**config.mk**
```make
export PLATFORM = sky130hd
export DESIGN_NAME = mode_reg_controller_flat
export DESIGN_NICKNAME = d
export VERILOG_FILES = /design/src/design/mode_reg_pkg.sv /design/src/design/mode_reg_link_if.sv /design/src/design/mode_reg_controller.sv /design/src/flat_wrapper.sv
export SDC_FILE = /design/constraint.sdc
export NUM_CORES = 1
export LEC_CHECK = 0
export BUFFER_PORTS_ARGS = -buffer_cell sky130_fd_sc_hd__buf_2
export CELL_PAD_IN_SITES_DETAIL_PLACEMENT = 1
export CELL_PAD_IN_SITES_GLOBAL_PLACEMENT = 1
export CORE_MARGIN = 5
export CORE_UTILIZATION = 40
export DETAILED_ROUTE_END_ITERATION = 7
export PLACE_DENSITY_LB_ADDON = 0.1
export SKIP_CTS_REPAIR_TIMING = 1
export SYNTH_ARGS = -nofsm -noshare
export SYNTH_HDL_FRONTEND = slang
export SYNTH_SLANG_ARGS = --single-unit
```
**constraint.sdc**
```tcl
create_clock -name mclk_in -period 10.7 [get_ports mclk_in]
set_input_delay 2.14 -clock mclk_in [delete_from_list [all_inputs] [get_ports mclk_in]]
set_output_delay 2.14 -clock mclk_in [all_outputs]
set_load 0.05 [all_outputs]
```
**src/design/mode_reg_pkg.sv**
```systemverilog
package mode_reg_pkg;

  // ******************************************************
  // Clock and basic latencies
  // ******************************************************
  localparam int CLK_PERIOD_PS = 10000;
  localparam int READ_LATENCY = 14;
  localparam int WRITE_LATENCY = 8;
  localparam int BURST_LENGTH = 16;
  localparam int REG_READ_BURST_LENGTH = 16;
  localparam int REG_READ_DATA_UI = 4;
  localparam int WRITE_PREAMBLE_CK = 2;
  localparam int TERMINATION_ON_LATENCY = 6;
  localparam int READ_TO_PRECHARGE_CLOCKS = 8;
  localparam int WRITE_RECOVERY_CLOCKS = 16;

  // ******************************************************
  // Analog times
  // ******************************************************
  localparam int STROBE_OUTPUT_DELAY_MAX_PS = 3500;
  localparam int WRITE_TO_READ_TURNAROUND_PS = 10000;
  localparam int ROW_TO_COLUMN_DELAY_PS = 18000;
  localparam int POWER_DOWN_EXIT_PS = 7500;
  localparam int READ_POSTAMBLE_TENTHS_CK = 5;
  localparam int TERMINATION_TURN_ON_MIN_PS = 1500;
  localparam int REG_READ_PERIOD_CK = 8;
  localparam int REG_WRITE_PERIOD_PS = 10000;
  localparam int REG_WRITE_PERIOD_MIN_CK = 10;
  localparam int REG_SET_DELAY_PS = 14000;
  localparam int REG_SET_DELAY_MIN_CK = 10;
  localparam int REG_WRITE_GAP_PS = 7500;
  localparam int REG_WRITE_GAP_MIN_CK = 8;
  localparam int REG_READ_EXTRA_CK = 3;

  function automatic int ceil_ck(input int ps);
    ceil_ck = (ps + CLK_PERIOD_PS - 1) / CLK_PERIOD_PS;
  endfunction

  function automatic int imax(input int a, input int b);
    imax = (a > b) ? a : b;
  endfunction

  // ******************************************************
  // Derived counts in clock cycles
  // ******************************************************
  localparam int STROBE_DELAY_CK = ceil_ck(STROBE_OUTPUT_DELAY_MAX_PS);
  localparam int TURNAROUND_CK = ceil_ck(WRITE_TO_READ_TURNAROUND_PS);
  localparam int ROW_TO_COLUMN_CK = imax(ceil_ck(ROW_TO_COLUMN_DELAY_PS), 1);
  localparam int POWER_DOWN_EXIT_CK = imax(ceil_ck(POWER_DOWN_EXIT_PS), 1);
  localparam int READ_POSTAMBLE_RD_CK = READ_POSTAMBLE_TENTHS_CK / 10;
  localparam int TERM_TURN_ON_RD_CK = TERMINATION_TURN_ON_MIN_PS / CLK_PERIOD_PS;
  localparam int REG_WRITE_PERIOD_CK = imax(ceil_ck(REG_WRITE_PERIOD_PS), REG_WRITE_PERIOD_MIN_CK);
  localparam int REG_SET_DELAY_CK = imax(ceil_ck(REG_SET_DELAY_PS), REG_SET_DELAY_MIN_CK);
  localparam int REG_WRITE_GAP_CK = imax(ceil_ck(REG_WRITE_GAP_PS), REG_WRITE_GAP_MIN_CK);
  localparam int REG_READ_EXTRA_DELAY_CK = ROW_TO_COLUMN_CK + REG_READ_EXTRA_CK;

  localparam int RR_AFTER_RD = BURST_LENGTH / 2;
  localparam int RR_AFTER_WR = WRITE_LATENCY + BURST_LENGTH / 2 + 1 + TURNAROUND_CK;
  localparam int WR_AFTER_RR_TERM_OFF = READ_LATENCY + STROBE_DELAY_CK + REG_READ_BURST_LENGTH / 2
                                        - WRITE_LATENCY + WRITE_PREAMBLE_CK + READ_POSTAMBLE_RD_CK;
  localparam int WR_AFTER_RR_TERM_ON = READ_LATENCY + STROBE_DELAY_CK + REG_READ_BURST_LENGTH / 2
                                       - TERMINATION_ON_LATENCY - TERM_TURN_ON_RD_CK
                                       + READ_POSTAMBLE_RD_CK + 1;
  localparam int RW_AFTER_RR = READ_LATENCY + STROBE_DELAY_CK + REG_READ_BURST_LENGTH / 2 + 3;
  localparam int RW_AFTER_RD = READ_LATENCY + BURST_LENGTH / 2 + STROBE_DELAY_CK
                               + READ_POSTAMBLE_RD_CK + REG_WRITE_GAP_CK;
  localparam int RW_AFTER_RDA = RW_AFTER_RD + READ_TO_PRECHARGE_CLOCKS - 8;
  localparam int RW_AFTER_WR = WRITE_LATENCY + 1 + BURST_LENGTH / 2 + REG_WRITE_GAP_CK;
  localparam int RW_AFTER_WRA = RW_AFTER_WR + WRITE_RECOVERY_CLOCKS;
  localparam int RR_AFTER_PDX = POWER_DOWN_EXIT_CK + REG_READ_EXTRA_DELAY_CK;
  localparam int REG_READ_BURST_CK = REG_READ_BURST_LENGTH / 2;

  // ******************************************************
  // Command encoding and spacing classes
  // ******************************************************
  typedef enum logic [3:0] {
    CMD_DES = 4'h0,
    CMD_ACT = 4'h1,
    CMD_PRE = 4'h2,
    CMD_RD  = 4'h3,
    CMD_RDA = 4'h4,
    CMD_WR  = 4'h5,
    CMD_WRA = 4'h6,
    CMD_REG_READ = 4'h7,
    CMD_REG_WRITE = 4'h8,
    CMD_PDE = 4'h9,
    CMD_PDX = 4'hA
  } cmd_t;

  localparam int K_RR = 0;
  localparam int K_RD = 1;
  localparam int K_WR = 2;
  localparam int K_RW = 3;
  localparam int K_ANY = 4;
  localparam int NUM_K = 5;

  localparam int NUM_REGS = 64;
  localparam logic [63:0] READ_ONLY_MASK = 64'h0000_0000_0000_01E1;
  localparam logic [5:0] REG_RESET_VALUE = 6'h00;

endpackage

```
**src/design/mode_reg_link_if.sv**
```systemverilog
`timescale 1ns/1ns
interface mode_reg_link_if;
  logic cke;
  logic cs;
  logic [3:0] cmd;
  logic [5:0] ca;
  logic [7:0] dq;
  logic dq_oe;

  modport controller (output cke, output cs, output cmd, output ca, input dq, input dq_oe);
  modport device (input cke, input cs, input cmd, input ca, output dq, output dq_oe);
endinterface

```
**src/design/mode_reg_controller.sv**
```systemverilog
`timescale 1ns/1ns
// Contract
// - Register read waits half burst after read
// - Register read waits write latency, half burst, turnaround
// - Turnaround counts from edge after last strobe
// - Only deselects during register read period
// - Register read waits exit time plus extra
// - Register read period at least eight clocks
// - Register writes spaced max(10ns, 10 clocks)
// - Reads/writes wait max(14ns, 10 clocks) after write
// - Only deselects during write period and delay
// - Writes to read-only registers are ignored
// - Register write address and data on six lines
// - Register access allowed idle or active, state kept
// - Read-to-write and read-to-register-write spacing, termination off
// - Read/write before register write spacing rules
// - Register read to write spacing, termination on
// - Other spacings same with termination enabled
// - Register read data first 4 UI, burst 16
module mode_reg_controller
  import mode_reg_pkg::*;
(
  input wire logic mclk_in,
  input wire logic rst_n_in,
  input wire logic req_valid_in,
  input wire logic [3:0] req_cmd_in,
  input wire logic [5:0] req_addr_in,
  input wire logic [5:0] req_data_in,
  input wire logic termination_enable_in,
  output logic req_ready_out,
  output logic rd_valid_out,
  output logic [7:0] rd_data_out,
  output logic power_down_out,
  mode_reg_link_if.controller link
);

  typedef enum logic [0:0] {
    ST_IDLE = 1'b0,
    ST_REG_WRITE_DATA = 1'b1
  } ctl_state_t;

  // ******************************************************
  // Spacing tables
  // ******************************************************
  function automatic int class_of(input logic [3:0] cmd);
    case (cmd)
      CMD_RD, CMD_RDA: class_of = K_RD;
      CMD_WR, CMD_WRA: class_of = K_WR;
      CMD_REG_READ: class_of = K_RR;
      CMD_REG_WRITE: class_of = K_RW;
      default: class_of = K_ANY;
    endcase
  endfunction

  function automatic int req_delay(input logic [3:0] cmd, input logic term_on, input int k);
    req_delay = 0;
    case (cmd)
      CMD_RD: req_delay = (k == K_RR) ? RR_AFTER_RD : (k == K_RW) ? RW_AFTER_RD : 0;
      CMD_RDA: req_delay = (k == K_RR) ? RR_AFTER_RD : (k == K_RW) ? RW_AFTER_RDA : 0;
      CMD_WR: req_delay = (k == K_RR) ? RR_AFTER_WR : (k == K_RW) ? RW_AFTER_WR : 0;
      CMD_WRA: req_delay = (k == K_RR) ? RR_AFTER_WR : (k == K_RW) ? RW_AFTER_WRA : 0;
      CMD_REG_READ: begin
        case (k)
          K_RR, K_RD, K_ANY: req_delay = REG_READ_PERIOD_CK;
          K_WR: req_delay = term_on ? WR_AFTER_RR_TERM_ON : WR_AFTER_RR_TERM_OFF;
          default: req_delay = RW_AFTER_RR;
        endcase
      end
      CMD_REG_WRITE: begin
        case (k)
          // set delay before reads and writes
          K_RR, K_RD, K_WR: req_delay = REG_SET_DELAY_CK;
          K_RW: req_delay = REG_WRITE_PERIOD_CK;
          default: req_delay = imax(REG_SET_DELAY_CK, REG_WRITE_PERIOD_CK);
        endcase
      end
      CMD_PDX: begin
        if (k == K_RR) begin
          req_delay = RR_AFTER_PDX;
        end else begin
          req_delay = POWER_DOWN_EXIT_CK;
        end
      end
      default: req_delay = 0;
    endcase
  endfunction

  // ******************************************************
  // State
  // ******************************************************
  ctl_state_t state_q, state_d;
  logic pend_valid_q, pend_valid_d;
  logic [3:0] pend_cmd_q, pend_cmd_d;
  logic [5:0] pend_addr_q, pend_addr_d;
  logic [5:0] pend_data_q, pend_data_d;
  logic term_q, term_d;
  logic [5:0] reg_wdata_q, reg_wdata_d;
  logic ready_q, ready_d;
  logic cke_q, cke_d;
  logic cs_q, cs_d;
  logic [3:0] cmd_q, cmd_d;
  logic [5:0] ca_q, ca_d;
  logic pd_q, pd_d;
  logic oe_prev_q, oe_prev_d;
  logic rd_valid_q, rd_valid_d;
  logic [7:0] rd_data_q, rd_data_d;
  logic [7:0] cnt_q [NUM_K];
  logic [7:0] cnt_d [NUM_K];
  logic issue;
  logic may_issue;

  // ******************************************************
  // Issue and accept
  // ******************************************************
  always_comb begin
    state_d = state_q;
    pend_valid_d = pend_valid_q;
    pend_cmd_d = pend_cmd_q;
    pend_addr_d = pend_addr_q;
    pend_data_d = pend_data_q;
    term_d = term_q;
    reg_wdata_d = reg_wdata_q;
    cke_d = cke_q;
    pd_d = pd_q;
    cs_d = 1'b0;
    cmd_d = CMD_DES;
    ca_d = 6'h00;
    issue = 1'b0;
    // hold until the K_ANY counter and the pending command's own class counter have expired; in power-down only the exit issues
    may_issue = (cnt_q[K_ANY] == 8'h00) && (cnt_q[class_of(pend_cmd_q)] == 8'h00)
                && (pd_q == (pend_cmd_q == CMD_PDX));
    if (state_q == ST_REG_WRITE_DATA) begin
      // second beat carries the write data
      cs_d = 1'b1;
      cmd_d = CMD_REG_WRITE;
      ca_d = reg_wdata_q;
      state_d = ST_IDLE;
    end else if (pend_valid_q && !pd_q && (pend_cmd_q == CMD_PDX)) begin
      // Exit without a prior entry has nothing to do
      pend_valid_d = 1'b0;
    end else if (pend_valid_q && may_issue) begin
      issue = 1'b1;
      pend_valid_d = 1'b0;
      cs_d = 1'b1;
      cmd_d = pend_cmd_q;
      ca_d = pend_addr_q;
      if (pend_cmd_q == CMD_REG_WRITE) begin
        reg_wdata_d = pend_data_q;
        state_d = ST_REG_WRITE_DATA;
      end
      if (pend_cmd_q == CMD_PDE) begin
        cke_d = 1'b0;
        pd_d = 1'b1;
      end
      if (pend_cmd_q == CMD_PDX) begin
        cke_d = 1'b1;
        pd_d = 1'b0;
      end
    end
    if (req_valid_in && ready_q) begin
      pend_valid_d = 1'b1;
      pend_cmd_d = req_cmd_in;
      pend_addr_d = req_addr_in;
      pend_data_d = req_data_in;
      term_d = termination_enable_in;
    end
    ready_d = !pend_valid_d;
  end

  // ******************************************************
  // Spacing counters
  // ******************************************************
  genvar gk;
  generate
    for (gk = 0; gk < NUM_K; gk++) begin : g_cnt
      logic [7:0] dec;
      logic [7:0] ld;
      always_comb begin
        dec = (cnt_q[gk] == 8'h00) ? 8'h00 : cnt_q[gk] - 8'h01;
        ld = 8'(req_delay(pend_cmd_q, term_q, gk));
        ld = (ld == 8'h00) ? 8'h00 : ld - 8'h01;
        // one table serves both termination cases
        cnt_d[gk] = (issue && (ld > dec)) ? ld : dec;
      end
      always_ff @(posedge mclk_in or negedge rst_n_in) begin
        if (!rst_n_in) begin
          cnt_q[gk] <= 8'h00;
        end else begin
          cnt_q[gk] <= cnt_d[gk];
        end
      end
    end
  endgenerate

  // ******************************************************
  // Register read capture
  // ******************************************************
  always_comb begin
    oe_prev_d = link.dq_oe;
    // data sits in the first beats of the burst
    rd_valid_d = link.dq_oe && !oe_prev_q;
    rd_data_d = rd_valid_d ? link.dq : rd_data_q;
  end

  always_ff @(posedge mclk_in or negedge rst_n_in) begin
    if (!rst_n_in) begin
      state_q <= ST_IDLE;
      pend_valid_q <= 1'b0;
      pend_cmd_q <= CMD_DES;
      pend_addr_q <= 6'h00;
      pend_data_q <= 6'h00;
      term_q <= 1'b0;
      reg_wdata_q <= 6'h00;
      ready_q <= 1'b0;
      cke_q <= 1'b1;
      cs_q <= 1'b0;
      cmd_q <= CMD_DES;
      ca_q <= 6'h00;
      pd_q <= 1'b0;
      oe_prev_q <= 1'b0;
      rd_valid_q <= 1'b0;
      rd_data_q <= 8'h00;
    end else begin
      state_q <= state_d;
      pend_valid_q <= pend_valid_d;
      pend_cmd_q <= pend_cmd_d;
      pend_addr_q <= pend_addr_d;
      pend_data_q <= pend_data_d;
      term_q <= term_d;
      reg_wdata_q <= reg_wdata_d;
      ready_q <= ready_d;
      cke_q <= cke_d;
      cs_q <= cs_d;
      cmd_q <= cmd_d;
      ca_q <= ca_d;
      pd_q <= pd_d;
      oe_prev_q <= oe_prev_d;
      rd_valid_q <= rd_valid_d;
      rd_data_q <= rd_data_d;
    end
  end

  assign link.cke = cke_q;
  assign link.cs = cs_q;
  assign link.cmd = cmd_q;
  assign link.ca = ca_q;
  assign req_ready_out = ready_q;
  assign rd_valid_out = rd_valid_q;
  assign rd_data_out = rd_data_q;
  assign power_down_out = pd_q;

endmodule // mode_reg_controller

```
**src/flat_wrapper.sv**
```systemverilog
// flat-port wrapper written by rule: the top's interface ports become plain ports
module mode_reg_controller_flat import mode_reg_pkg::*;
  (mclk_in, rst_n_in, req_valid_in, req_cmd_in, req_addr_in, req_data_in, termination_enable_in, req_ready_out, rd_valid_out, rd_data_out, power_down_out, link_cke, link_cs, link_cmd, link_ca, link_dq, link_dq_oe);
  mode_reg_link_if link_i ();
  input wire logic mclk_in;
  input wire logic rst_n_in;
  input wire logic req_valid_in;
  input wire logic [3:0] req_cmd_in;
  input wire logic [5:0] req_addr_in;
  input wire logic [5:0] req_data_in;
  input wire logic termination_enable_in;
  output logic req_ready_out;
  output logic rd_valid_out;
  output logic [7:0] rd_data_out;
  output logic power_down_out;
  output wire logic [$bits(link_i.cke)-1:0] link_cke;
  output wire logic [$bits(link_i.cs)-1:0] link_cs;
  output wire logic [$bits(link_i.cmd)-1:0] link_cmd;
  output wire logic [$bits(link_i.ca)-1:0] link_ca;
  input wire logic [$bits(link_i.dq)-1:0] link_dq;
  input wire logic [$bits(link_i.dq_oe)-1:0] link_dq_oe;
  assign link_cke = link_i.cke;
  assign link_cs = link_i.cs;
  assign link_cmd = link_i.cmd;
  assign link_ca = link_i.ca;
  assign link_i.dq = link_dq;
  assign link_i.dq_oe = link_dq_oe;
  mode_reg_controller u_core (.mclk_in(mclk_in), .rst_n_in(rst_n_in), .req_valid_in(req_valid_in), .req_cmd_in(req_cmd_in), .req_addr_in(req_addr_in), .req_data_in(req_data_in), .termination_enable_in(termination_enable_in), .req_ready_out(req_ready_out), .rd_valid_out(rd_valid_out), .rd_data_out(rd_data_out), .power_down_out(power_down_out), .link(link_i));
endmodule
```
# Word-level counts from Yosys, hierarchy flattened
# Cells that the tools add are included.
op_classes:
  n_addsub: 9
  n_lt_le_gt_ge: 6
  eq_ne: 9
  muxes: 45
  n_bitwise: 3
  n_reduce_logical: 31
ops:
  columns: ["op", "count"]
  rows:
  - ["2-to-1 mux 8 bit", 16]
  - ["logical NOT 8 bit", 10]
  - ["subtractor 8 x 1 -> 8 bit, second input constant", 6]
  - ["> comparator 8 bit", 5]
  - ["case mux 6 bit (6 select lines)", 1]
  - ["greater-or-equal comparator 32 x 4 -> 1 bit, second input constant", 1]
  - ["NOT 3 -> 32 bit", 1]
  - ["binary-select mux 8 bit (select 3 bit)", 1]
  - ["case mux 8 bit (3 select lines)", 1]
  - ["case mux 5 bit (4 select lines)", 1]
  - ["2-to-1 mux 6 bit", 3]
  - ["== test 4 x 3 -> 1 bit, second input constant", 4]
  - ["2-to-1 mux 1 bit", 16]
  - ["== test 4 bit, second input constant", 3]
  - ["logical AND 1 bit", 12]
  - ["2-to-1 mux 4 bit", 3]
  - ["case mux 3 bit (4 select lines)", 1]
  - ["case mux 4 bit (3 select lines)", 1]
  - ["AND reduction 4 bit", 2]
  - ["subtractor 6 x 1 -> 7 bit, second input constant", 1]
  - ["subtractor 5 x 1 -> 6 bit, second input constant", 1]
  - ["subtractor 4 x 1 -> 5 bit, second input constant", 1]
  - ["== test 4 x 2 -> 1 bit, second input constant", 1]
  - ["OR reduction 2 bit", 2]
  - ["other kinds (6)", 9]
totals:
  regBits: 89
  inputBits: 29
  output_inout_bits: 23

# Logic depth before layout (Yosys ltp)
# Gate-level depths: netlist of the first run.
logic_depth:
  ltp_word: 16
  ltp_mapped: 19
  mapped_depth_nobuf: 16

# Least setup slack after synthesis of the first run
# Ideal clock, no wire load.
synth_path:
  path_kind: "reg2reg"
  start: "register u_core.pend_cmd_q[1]"
  end: "register u_core.cnt_q[9] (netlist bit)"
  setup_ns: 0.125
  t_arrival_ns: 4.081
  required_ns: 10.575
  slack_ns: 6.494
  path_stages_with_launch: 18
  n_path_buf: 4
  synth_period_minus_slack_ns: 4.206
  cell_sequence: "dfrtp_1 > clkbuf_8 > clkbuf_1 > buf_1 > nand2_1 > a32oi_1 > ha_1 > clkdlybuf4s50_2 > nor2b_1 > and3_1 > o32ai_1 > inv_1 > ha_1 > nand3_1 > o2111ai_1 > nand2_1 > o31ai_4 > mux2_4"
synth_lines:
  columns: ["item", "line_no", "source"]
  rows:
  - ["start: declaration", "mode_reg_controller.sv:93", "logic [3:0] pend_cmd_q, pend_cmd_d;"]
  - ["start signal: assignment", "mode_reg_controller.sv:226", "pend_cmd_q <= pend_cmd_d;"]
  - ["end signal: indexed assignment", "mode_reg_controller.sv:189", "cnt_q[gk] <= cnt_d[gk];"]
  - ["end: declaration", "mode_reg_controller.sv:107", "logic [7:0] cnt_q [NUM_K];"]

==> results of run 1 <==
==> where the power goes <==
group	internal, mW	total, mW	leakage (nW)	switching, mW
combinational	0.461	1.12	1.86	0.661
sequential	0.450	0.593	1.08	0.142
clock	0.165	0.313	0.145	0.148
==> synth_stat cells, types with 5 or more instances <==
| library cell | n |
|---|---|
| nand4_1 | 6 |
| and2_1 | 9 |
| mux2i_1 | 24 |
| nor4_1 | 6 |
| xnor2_1 | 5 |
| buf_1 | 5 |
| dfrtp_1 | 88 |
| clkbuf_1 | 10 |
| inv_1 | 47 |
| mux2_2 | 32 |
| o21ai_0 | 17 |
| nor3_1 | 18 |
| ha_1 | 53 |
| a21o_1 | 8 |
| nand2b_1 | 11 |
| nand2_1 | 67 |
| nor2b_1 | 10 |
| nand3_1 | 15 |
| a21oi_1 | 35 |
| o31ai_1 | 7 |
| xor2_1 | 13 |
| nor2_1 | 50 |
==> layer usage <==
layer  vias to the layer above  global-route usage, %  wire length (µm)
met3                        18                  3.780               534
met1                      2246                  24.51              6808
li1                       2259                      -                 -
met4                         2                  4.779               250
met5                         -                      0                13
met2                        69                  30.95              6925
==> through the flow <==
| step | cell area (µm²) | utilization [%] | total power, mW |
|---|---|---|---|
| 6_report | 6568 | 45.53 | 2.028 |
| 3_5_place_dp | 6276 | 43.51 | 1.728 |
| 2_1_floorplan | 5876 | - | 1.444 |
| 3_3_place_gp | 6276 | 43.51 | 1.649 |
| 4_1_cts | 6568 | 45.53 | 2.047 |
| 5_1_grt | 6568 | 45.53 | 2.246 |
==> kinds of logic after synthesis <==
kind of cell	Yosys count
and+or+nand+nor	220
AOI/OAI and AO/OA	105
DFF	89
buffers and inverters	68
muxes	59
adders and majority gates	53
xor gates and xnor gates	18
other	1
==> final timing paths <==
path                                              startpoint                          endpoint  depth (start not counted)  slack (ns)
min in group asynchronous                           rst_n_in         u_core.cnt_q[5]$_DFF_PN0_                          1        1.71
min                        u_core.reg_wdata_q[2]$_DFFE_PN0P_       u_core.link.ca[2]$_DFF_PN0_                          2        0.48
min reg2reg                u_core.reg_wdata_q[2]$_DFFE_PN0P_       u_core.link.ca[2]$_DFF_PN0_                          2        0.48
max reg2reg                 u_core.pend_cmd_q[2]$_DFFE_PN0P_         u_core.cnt_q[9]$_DFF_PN0_                         14        6.18
max                         u_core.pend_cmd_q[2]$_DFFE_PN0P_         u_core.cnt_q[9]$_DFF_PN0_                         14        6.18
max in group asynchronous                           rst_n_in  u_core.pend_cmd_q[0]$_DFFE_PN0P_                          2        7.89
==> layout by cell type (no fill, tap or decap), types with 6 or more instances in the layout <==
cell type  instances
dfrtp_1           88
nand2_1           67
ha_1              53
nor2_1            50
buf_2             50
inv_1             47
a21oi_1           35
mux2_2            32
mux2i_1           24
nor3_1            18
o21ai_0           17
conb_1            16
nand3_1           15
xor2_1            13
nand2b_1          11
nor2b_1           10
and2_1             9
clkbuf_16          9
a21o_1             8
o31ai_1            7
nor4_1             6
nand4_1            6
==> worst reg2reg max path, cell delays in order (launching register included) <==
cell and delay, ns:
dfrtp_1 0.71, nor2b_1 0.45, nand2_1 0.27, and2_1 0.27, ha_1 0.28, nor2b_1 0.17, and3_1 0.19, o32ai_1 0.36
inv_1 0.08, ha_1 0.30, nand3_1 0.10, o2111ai_1 0.26, nand2_1 0.13, o31ai_4 0.48, mux2_4 0.34
==> cell type report <==
class,instances,area (µm²)
fillers,1656,7856
multi-input cells,471,3364
flip-flops and latches,89,2228
repair buffers,53,272.8
well taps,184,230.2
clock buffers,9,225.2
inverters,48,180.2
clock inverters,7,66.31
==> sequential cells by signal, indices dropped and copies added, names as in the netlist, 4 cells and up <==
| register | cells |
|---|---|
| u_core.cnt_q | 40 |
| u_core.rd_data_out | 8 |
| u_core.link.ca | 6 |
| u_core.pend_addr_q | 6 |
| u_core.pend_data_q | 6 |
| u_core.reg_wdata_q | 6 |
| u_core.link.cmd | 4 |
| u_core.pend_cmd_q | 4 |
==> run metrics, run 1 <==
Critical Path Fanout Max 19; crit-path max cell delay 0.71 ns; Core Box Area 0.01442 mm²; vias per cell 5.336; synthesized instance count 613; Layout Cells excl Fill 861; layout cells sized above 1 18.32%; post-synth design cell area 0.005819 mm²; area grow syn2layout 12.86%; n_diodes 0; synth unique cells 70; vias in the first global route 4,997; number of synthesized flops with an enable pin 0; max_slew headroom a little over 40%; H-tree depth 3; max-slew violation count 0; final setup vio count 0; CP top delay family simple AND/OR/NAND/NOR gates; CTS root buf clkbuf_16; GRT Total Usage 18.48%; Die H around 130 µm; initial core utilization 40.35%; Critical Path Sink Type flop; post-synthesis mux area share 10.97%; Post-Route Setup TNS 0 ns; ANT nets after route 0; die width 130.6 µm; worst hold slack 0.4845 ns; initial antenna violation count 1; final hold violations 0; most common flop cell mapped by yosys dfrtp_1; critical path's slowest cell dfrtp_1; Worst Max-Slew Pin Slew about 0.9 ns; # clock sinks 89; max-cap violations 0; RePlAce Congestion 0.8469; unrepaired setup endpoints after global routing no; router iterations before antenna repair 5; DRT Wirelength between 10,000 and 15,000 µm; fraction of registers with async set/reset 100.0%; DP HPWL between 10,000 and 15,000 µm; routed vias 4,594; Synth area leaders dfrtp_1, ha_1, mux2_2; first-pass GRT wire length approximately 25,000 µm; worst clock skew 0.01026 ns; pwr/cell area 308.7 mW/mm²; pre-CTS setup slack 6.228 ns; clk slew on worst S/H paths 0.07 ns; total die area 0.01706 mm²; # DRC 0; DRT iter0 DRCs a little under 200; Compound-Gate Fraction of Synth Area between 10% and 20%; Adder-Cell Fraction of Synth Area 11.40%; Max Clock Freq 221.3 MHz; largest family of logic cells by synthesized area simple AND/OR/NAND/NOR gates; Placed Cells incl. Taps 845; port bufs 51; Synth top area share between 30% and 40%; Hold/Removal Path Class reg2reg; IO Count 52; grt ovf 0; share of the yosys chip area belonging to registers 38.29%; CP bufs+invs 1; WL/cell between 15 and 20 µm; Synth Register Bits 89; Final WS setup a little over 6 ns; worst-path cell chain nor2b_1 > nand2_1 > and2_1 > ha_1 > nor2b_1 > and3_1 > o32ai_1 > inv_1 > ha_1 > nand3_1 > o2111ai_1 > nand2_1 > o31ai_4 > mux2_4; kind of critical path reg2reg; nets between 700 and 800; leading area contributor after synthesis dfrtp_1; Cell Rows 44; Lkg Pwr 3.086 nW; TritonCTS clock tree built; clock period minus worst slack 4.519 ns; status finished clean; Critical Path Source Type flop; maximum buffer depth of the clock tree 2; Num CTS Buffers 9; synthesized area per cell 9.493 µm²; VDD IR max around 140 µV; pin count of the biggest net entering global routing 61; period utilisation layout between 40% and 50%; Post-Synth Simple-Gate Area 18.86%; Worst Path Arrival roughly 4.8 ns; WP data required 10.93 ns; XOR/XNOR share of the synthesized area 2.709%; worst skew pair latency 0.35 ns; Synth Warn # 0
No activity file was read; power rests on OpenSTA's default activity.
==> inputs of run 2 (changes only) <==
==> constraint.sdc (replaced) <==
create_clock -name mclk_in -period 4.3 [get_ports mclk_in]
set_input_delay 0.86 -clock mclk_in [delete_from_list [all_inputs] [get_ports mclk_in]]
set_output_delay 0.86 -clock mclk_in [all_outputs]
set_load 0.05 [all_outputs]
==> run 2 against run 1 <==
Net effect:
- utilization grew 0.53 points
- wire length rose by 0.73%
- die area did not move
- hold slack gained 0.010 ns
- register-to-register slack got worse by 5.8 ns
- setup slack got worse by 5.8 ns
- combinational power rose to 2.6 times the previous value
- final cell count increased by 0.81%
- clock-buffer cell count stayed put
- maximum frequency up 15%
- via count up 2.1%
==> run metrics, run 2 (synthesized netlist as in run 1, its figures left out) <==
status finished clean (unchanged); Max Clock Freq 254.9 MHz (was 221.3 MHz); vias per cell 5.402 (was 5.336); final hold violations 0 (unchanged); kind of critical path reg2reg (unchanged); first-pass GRT wire length 25,120 µm (was 25,190 µm); Largest register FFs 40 (unchanged); Critical Path Source Type flop (unchanged); worst skew pair latency 0.36 ns (was 0.35 ns); worst hold slack 0.4945 ns (was 0.4845 ns); WP data required 4.57 ns (was 10.93 ns); critical path's slowest cell dfrtp_1 (unchanged); DRT iter0 DRCs 142 (was 199); Worst Path Arrival 4.19 ns (was 4.75 ns); Net Sw Power 2.390 mW (was 0.9515 mW); grt ovf 0 (unchanged); ANT nets after route 0 (unchanged); TritonCTS clock tree built (unchanged); clock share of power 15.7% (was 15.4%); WL/cell 16.87 µm (was 16.88 µm); Num CTS Buffers 9 (unchanged); n_diodes 0 (unchanged); Critical Path Fanout Max 13 (was 19); VDD IR max 326.0 µV (was 140.0 µV); worst-path cell chain buf_4 > nor2_1 > a22oi_2 > and2_1 > ha_2 > nor2b_1 > and3_1 > o32ai_1 > inv_1 > ha_1 > nand3_1 > o2111ai_1 > nand2_1 > o31ai_4 > buf_4 > mux2i_1 (was nor2b_1 > nand2_1 > and2_1 > ha_1 > nor2b_1 > and3_1 > o32ai_1 > inv_1 > ha_1 > nand3_1 > o2111ai_1 > nand2_1 > o31ai_4 > mux2_4); area grow syn2layout 14.17% (was 12.86%); Cell Rows 44 (unchanged); clock period minus worst slack 3.923 ns (was 4.519 ns); Core Box Area 0.01442 mm² (unchanged); unrepaired setup endpoints after global routing no (unchanged); Post-Route Setup TNS 0 ns (unchanged); RePlAce Congestion 0.8592 (was 0.8469); port bufs 51 (unchanged); pwr/cell area 769.1 mW/mm² (was 308.7 mW/mm²); final setup vio count 0 (unchanged); nets 761 (was 754); Die H 130.6 µm (unchanged); Largest Register u_core.cnt_q (unchanged); total power 5.110 mW (was 2.028 mW); max-slew violation count 0 (unchanged); IO Count 52 (unchanged); clk slew on worst S/H paths 0.07 ns (about the same); period utilisation layout 91.22% (was 42.23%); DRT Wirelength 14,640 µm (was 14,530 µm); initial antenna violation count 0 (was 1); CTS root buf clkbuf_16 (unchanged); worst clock skew 0.01148 ns (was 0.01026 ns); GRT Total Usage 18.73% (was 18.48%); DP HPWL 11,510 µm (was 11,590 µm); maximum buffer depth of the clock tree 2 (unchanged); routed vias 4,689 (was 4,594); crit-path max cell delay 0.48 ns (was 0.71 ns); # clock sinks 89 (unchanged); layout cells sized above 1 19.74% (was 18.32%); Internal Power 2.720 mW (was 1.076 mW); sequential share of power 27.6% (was 29.2%); Worst Max-Slew Pin Slew 0.9078 ns (was 0.8788 ns); Lkg Pwr 3.123 nW (was 3.086 nW); # DRC 0 (unchanged); pin count of the biggest net entering global routing 62 (was 61); router iterations before antenna repair 4 (was 5); Crit path top cell by count buf_4; commonest non-fill, non-tap cells in the layout dfrtp_1, nand2_1, ha_1, nor2_1, buf_2 (unchanged); # fillers 1,681 (was 1,656); Gate power share 56.7% (was 55.4%); Hold/Removal Path Class reg2reg (unchanged); initial core utilization 40.35% (unchanged); max-cap violations 0 (unchanged); Critical Path Sink Type flop (unchanged); H-tree depth 3 (unchanged); max_slew headroom 39.48% (was 41.41%); commonest non-fill, non-tap cell in the layout dfrtp_1 (unchanged); switching portion of total power 46.77% (was 46.93%); vias in the first global route 4,939 (was 4,997); die width 130.6 µm (unchanged); total die area 0.01706 mm² (unchanged)
run 2: cell count changes in the layout (fill, tap and decap cells not counted), sizes merged:
cell / previous run / this run
buf: 53 / 60
clkinv: 2 / 4
inv: 53 / 51
run 2: power by group through the flow:
stage | logic [mW] | clock network, mW | registers (mW)
floorplan | 2.21 | 0 | 1.38
global placement | 2.77 | 0 | 1.40
finish | 2.90 | 0.802 | 1.41
CTS | 2.91 | 0.832 | 1.41
global route | 3.33 | 0.867 | 1.46
detailed placement | 2.88 | 0 | 1.42
run 2: final timing paths:
check,slack (ns),to,depth (start not counted),startpoint
max,0.38,u_core.cnt_q[13]$_DFF_PN0_,16,u_core.pend_cmd_q[3]$_DFFE_PN0P_
min,0.49,u_core.link.ca[5]$_DFF_PN0_,2,u_core.reg_wdata_q[5]$_DFFE_PN0P_
max reg2reg,0.38,u_core.cnt_q[13]$_DFF_PN0_,16,u_core.pend_cmd_q[3]$_DFFE_PN0P_
min reg2reg,0.49,u_core.link.ca[5]$_DFF_PN0_,2,u_core.reg_wdata_q[5]$_DFFE_PN0P_
max in group asynchronous,2.82,u_core.pend_valid_q$_DFF_PN0_,2,rst_n_in
min in group asynchronous,0.58,u_core.cnt_q[22]$_DFF_PN0_,1,rst_n_in
run 2: per-stage QoR:
step	instance area, µm²	util (%)	setup slack [ns]	instances
2_1_floorplan	5876	-	0.09397	628
3_3_place_gp	6330	43.88	0.4128	852
3_5_place_dp	6330	43.88	0.2242	852
4_1_cts	6636	46.01	0.1889	868
5_1_grt	6644	46.06	0.03764	868
6_report	6644	46.06	0.3774	868
run 2: final cells by class:
| cell class | instances | area, µm² | area share, % |
|---|---|---|---|
| multi-input cells | 471 | 3371 | 50.73 |
| inverters | 48 | 180.2 | 2.712 |
| repair buffers | 60 | 325.3 | 4.896 |
| well taps | 184 | 230.2 | 3.465 |
| flip-flops and latches | 89 | 2231 | 33.58 |
| clock buffers | 9 | 225.2 | 3.390 |
| clock inverters | 7 | 81.33 | 1.224 |
run 2: layer usage:
layer,track usage [%],part of all wire [%],vias up
li1,-,-,2277
met1,25.10,48,2310
met2,31.13,47,80
met3,2.724,3.6,22
met4,6.413,1.8,0
met5,0,0,-
run 2: critical path: cells and delay by family, from the launching register on:
family / cells / cell delay, ns
AOI/OAI and AO/OA: 4 / 1.10
and+or+nand+nor: 6 / 0.87
adders and majority gates: 2 / 0.60
buffers and inverters: 3 / 0.57
DFF: 1 / 0.48
muxes: 1 / 0.22
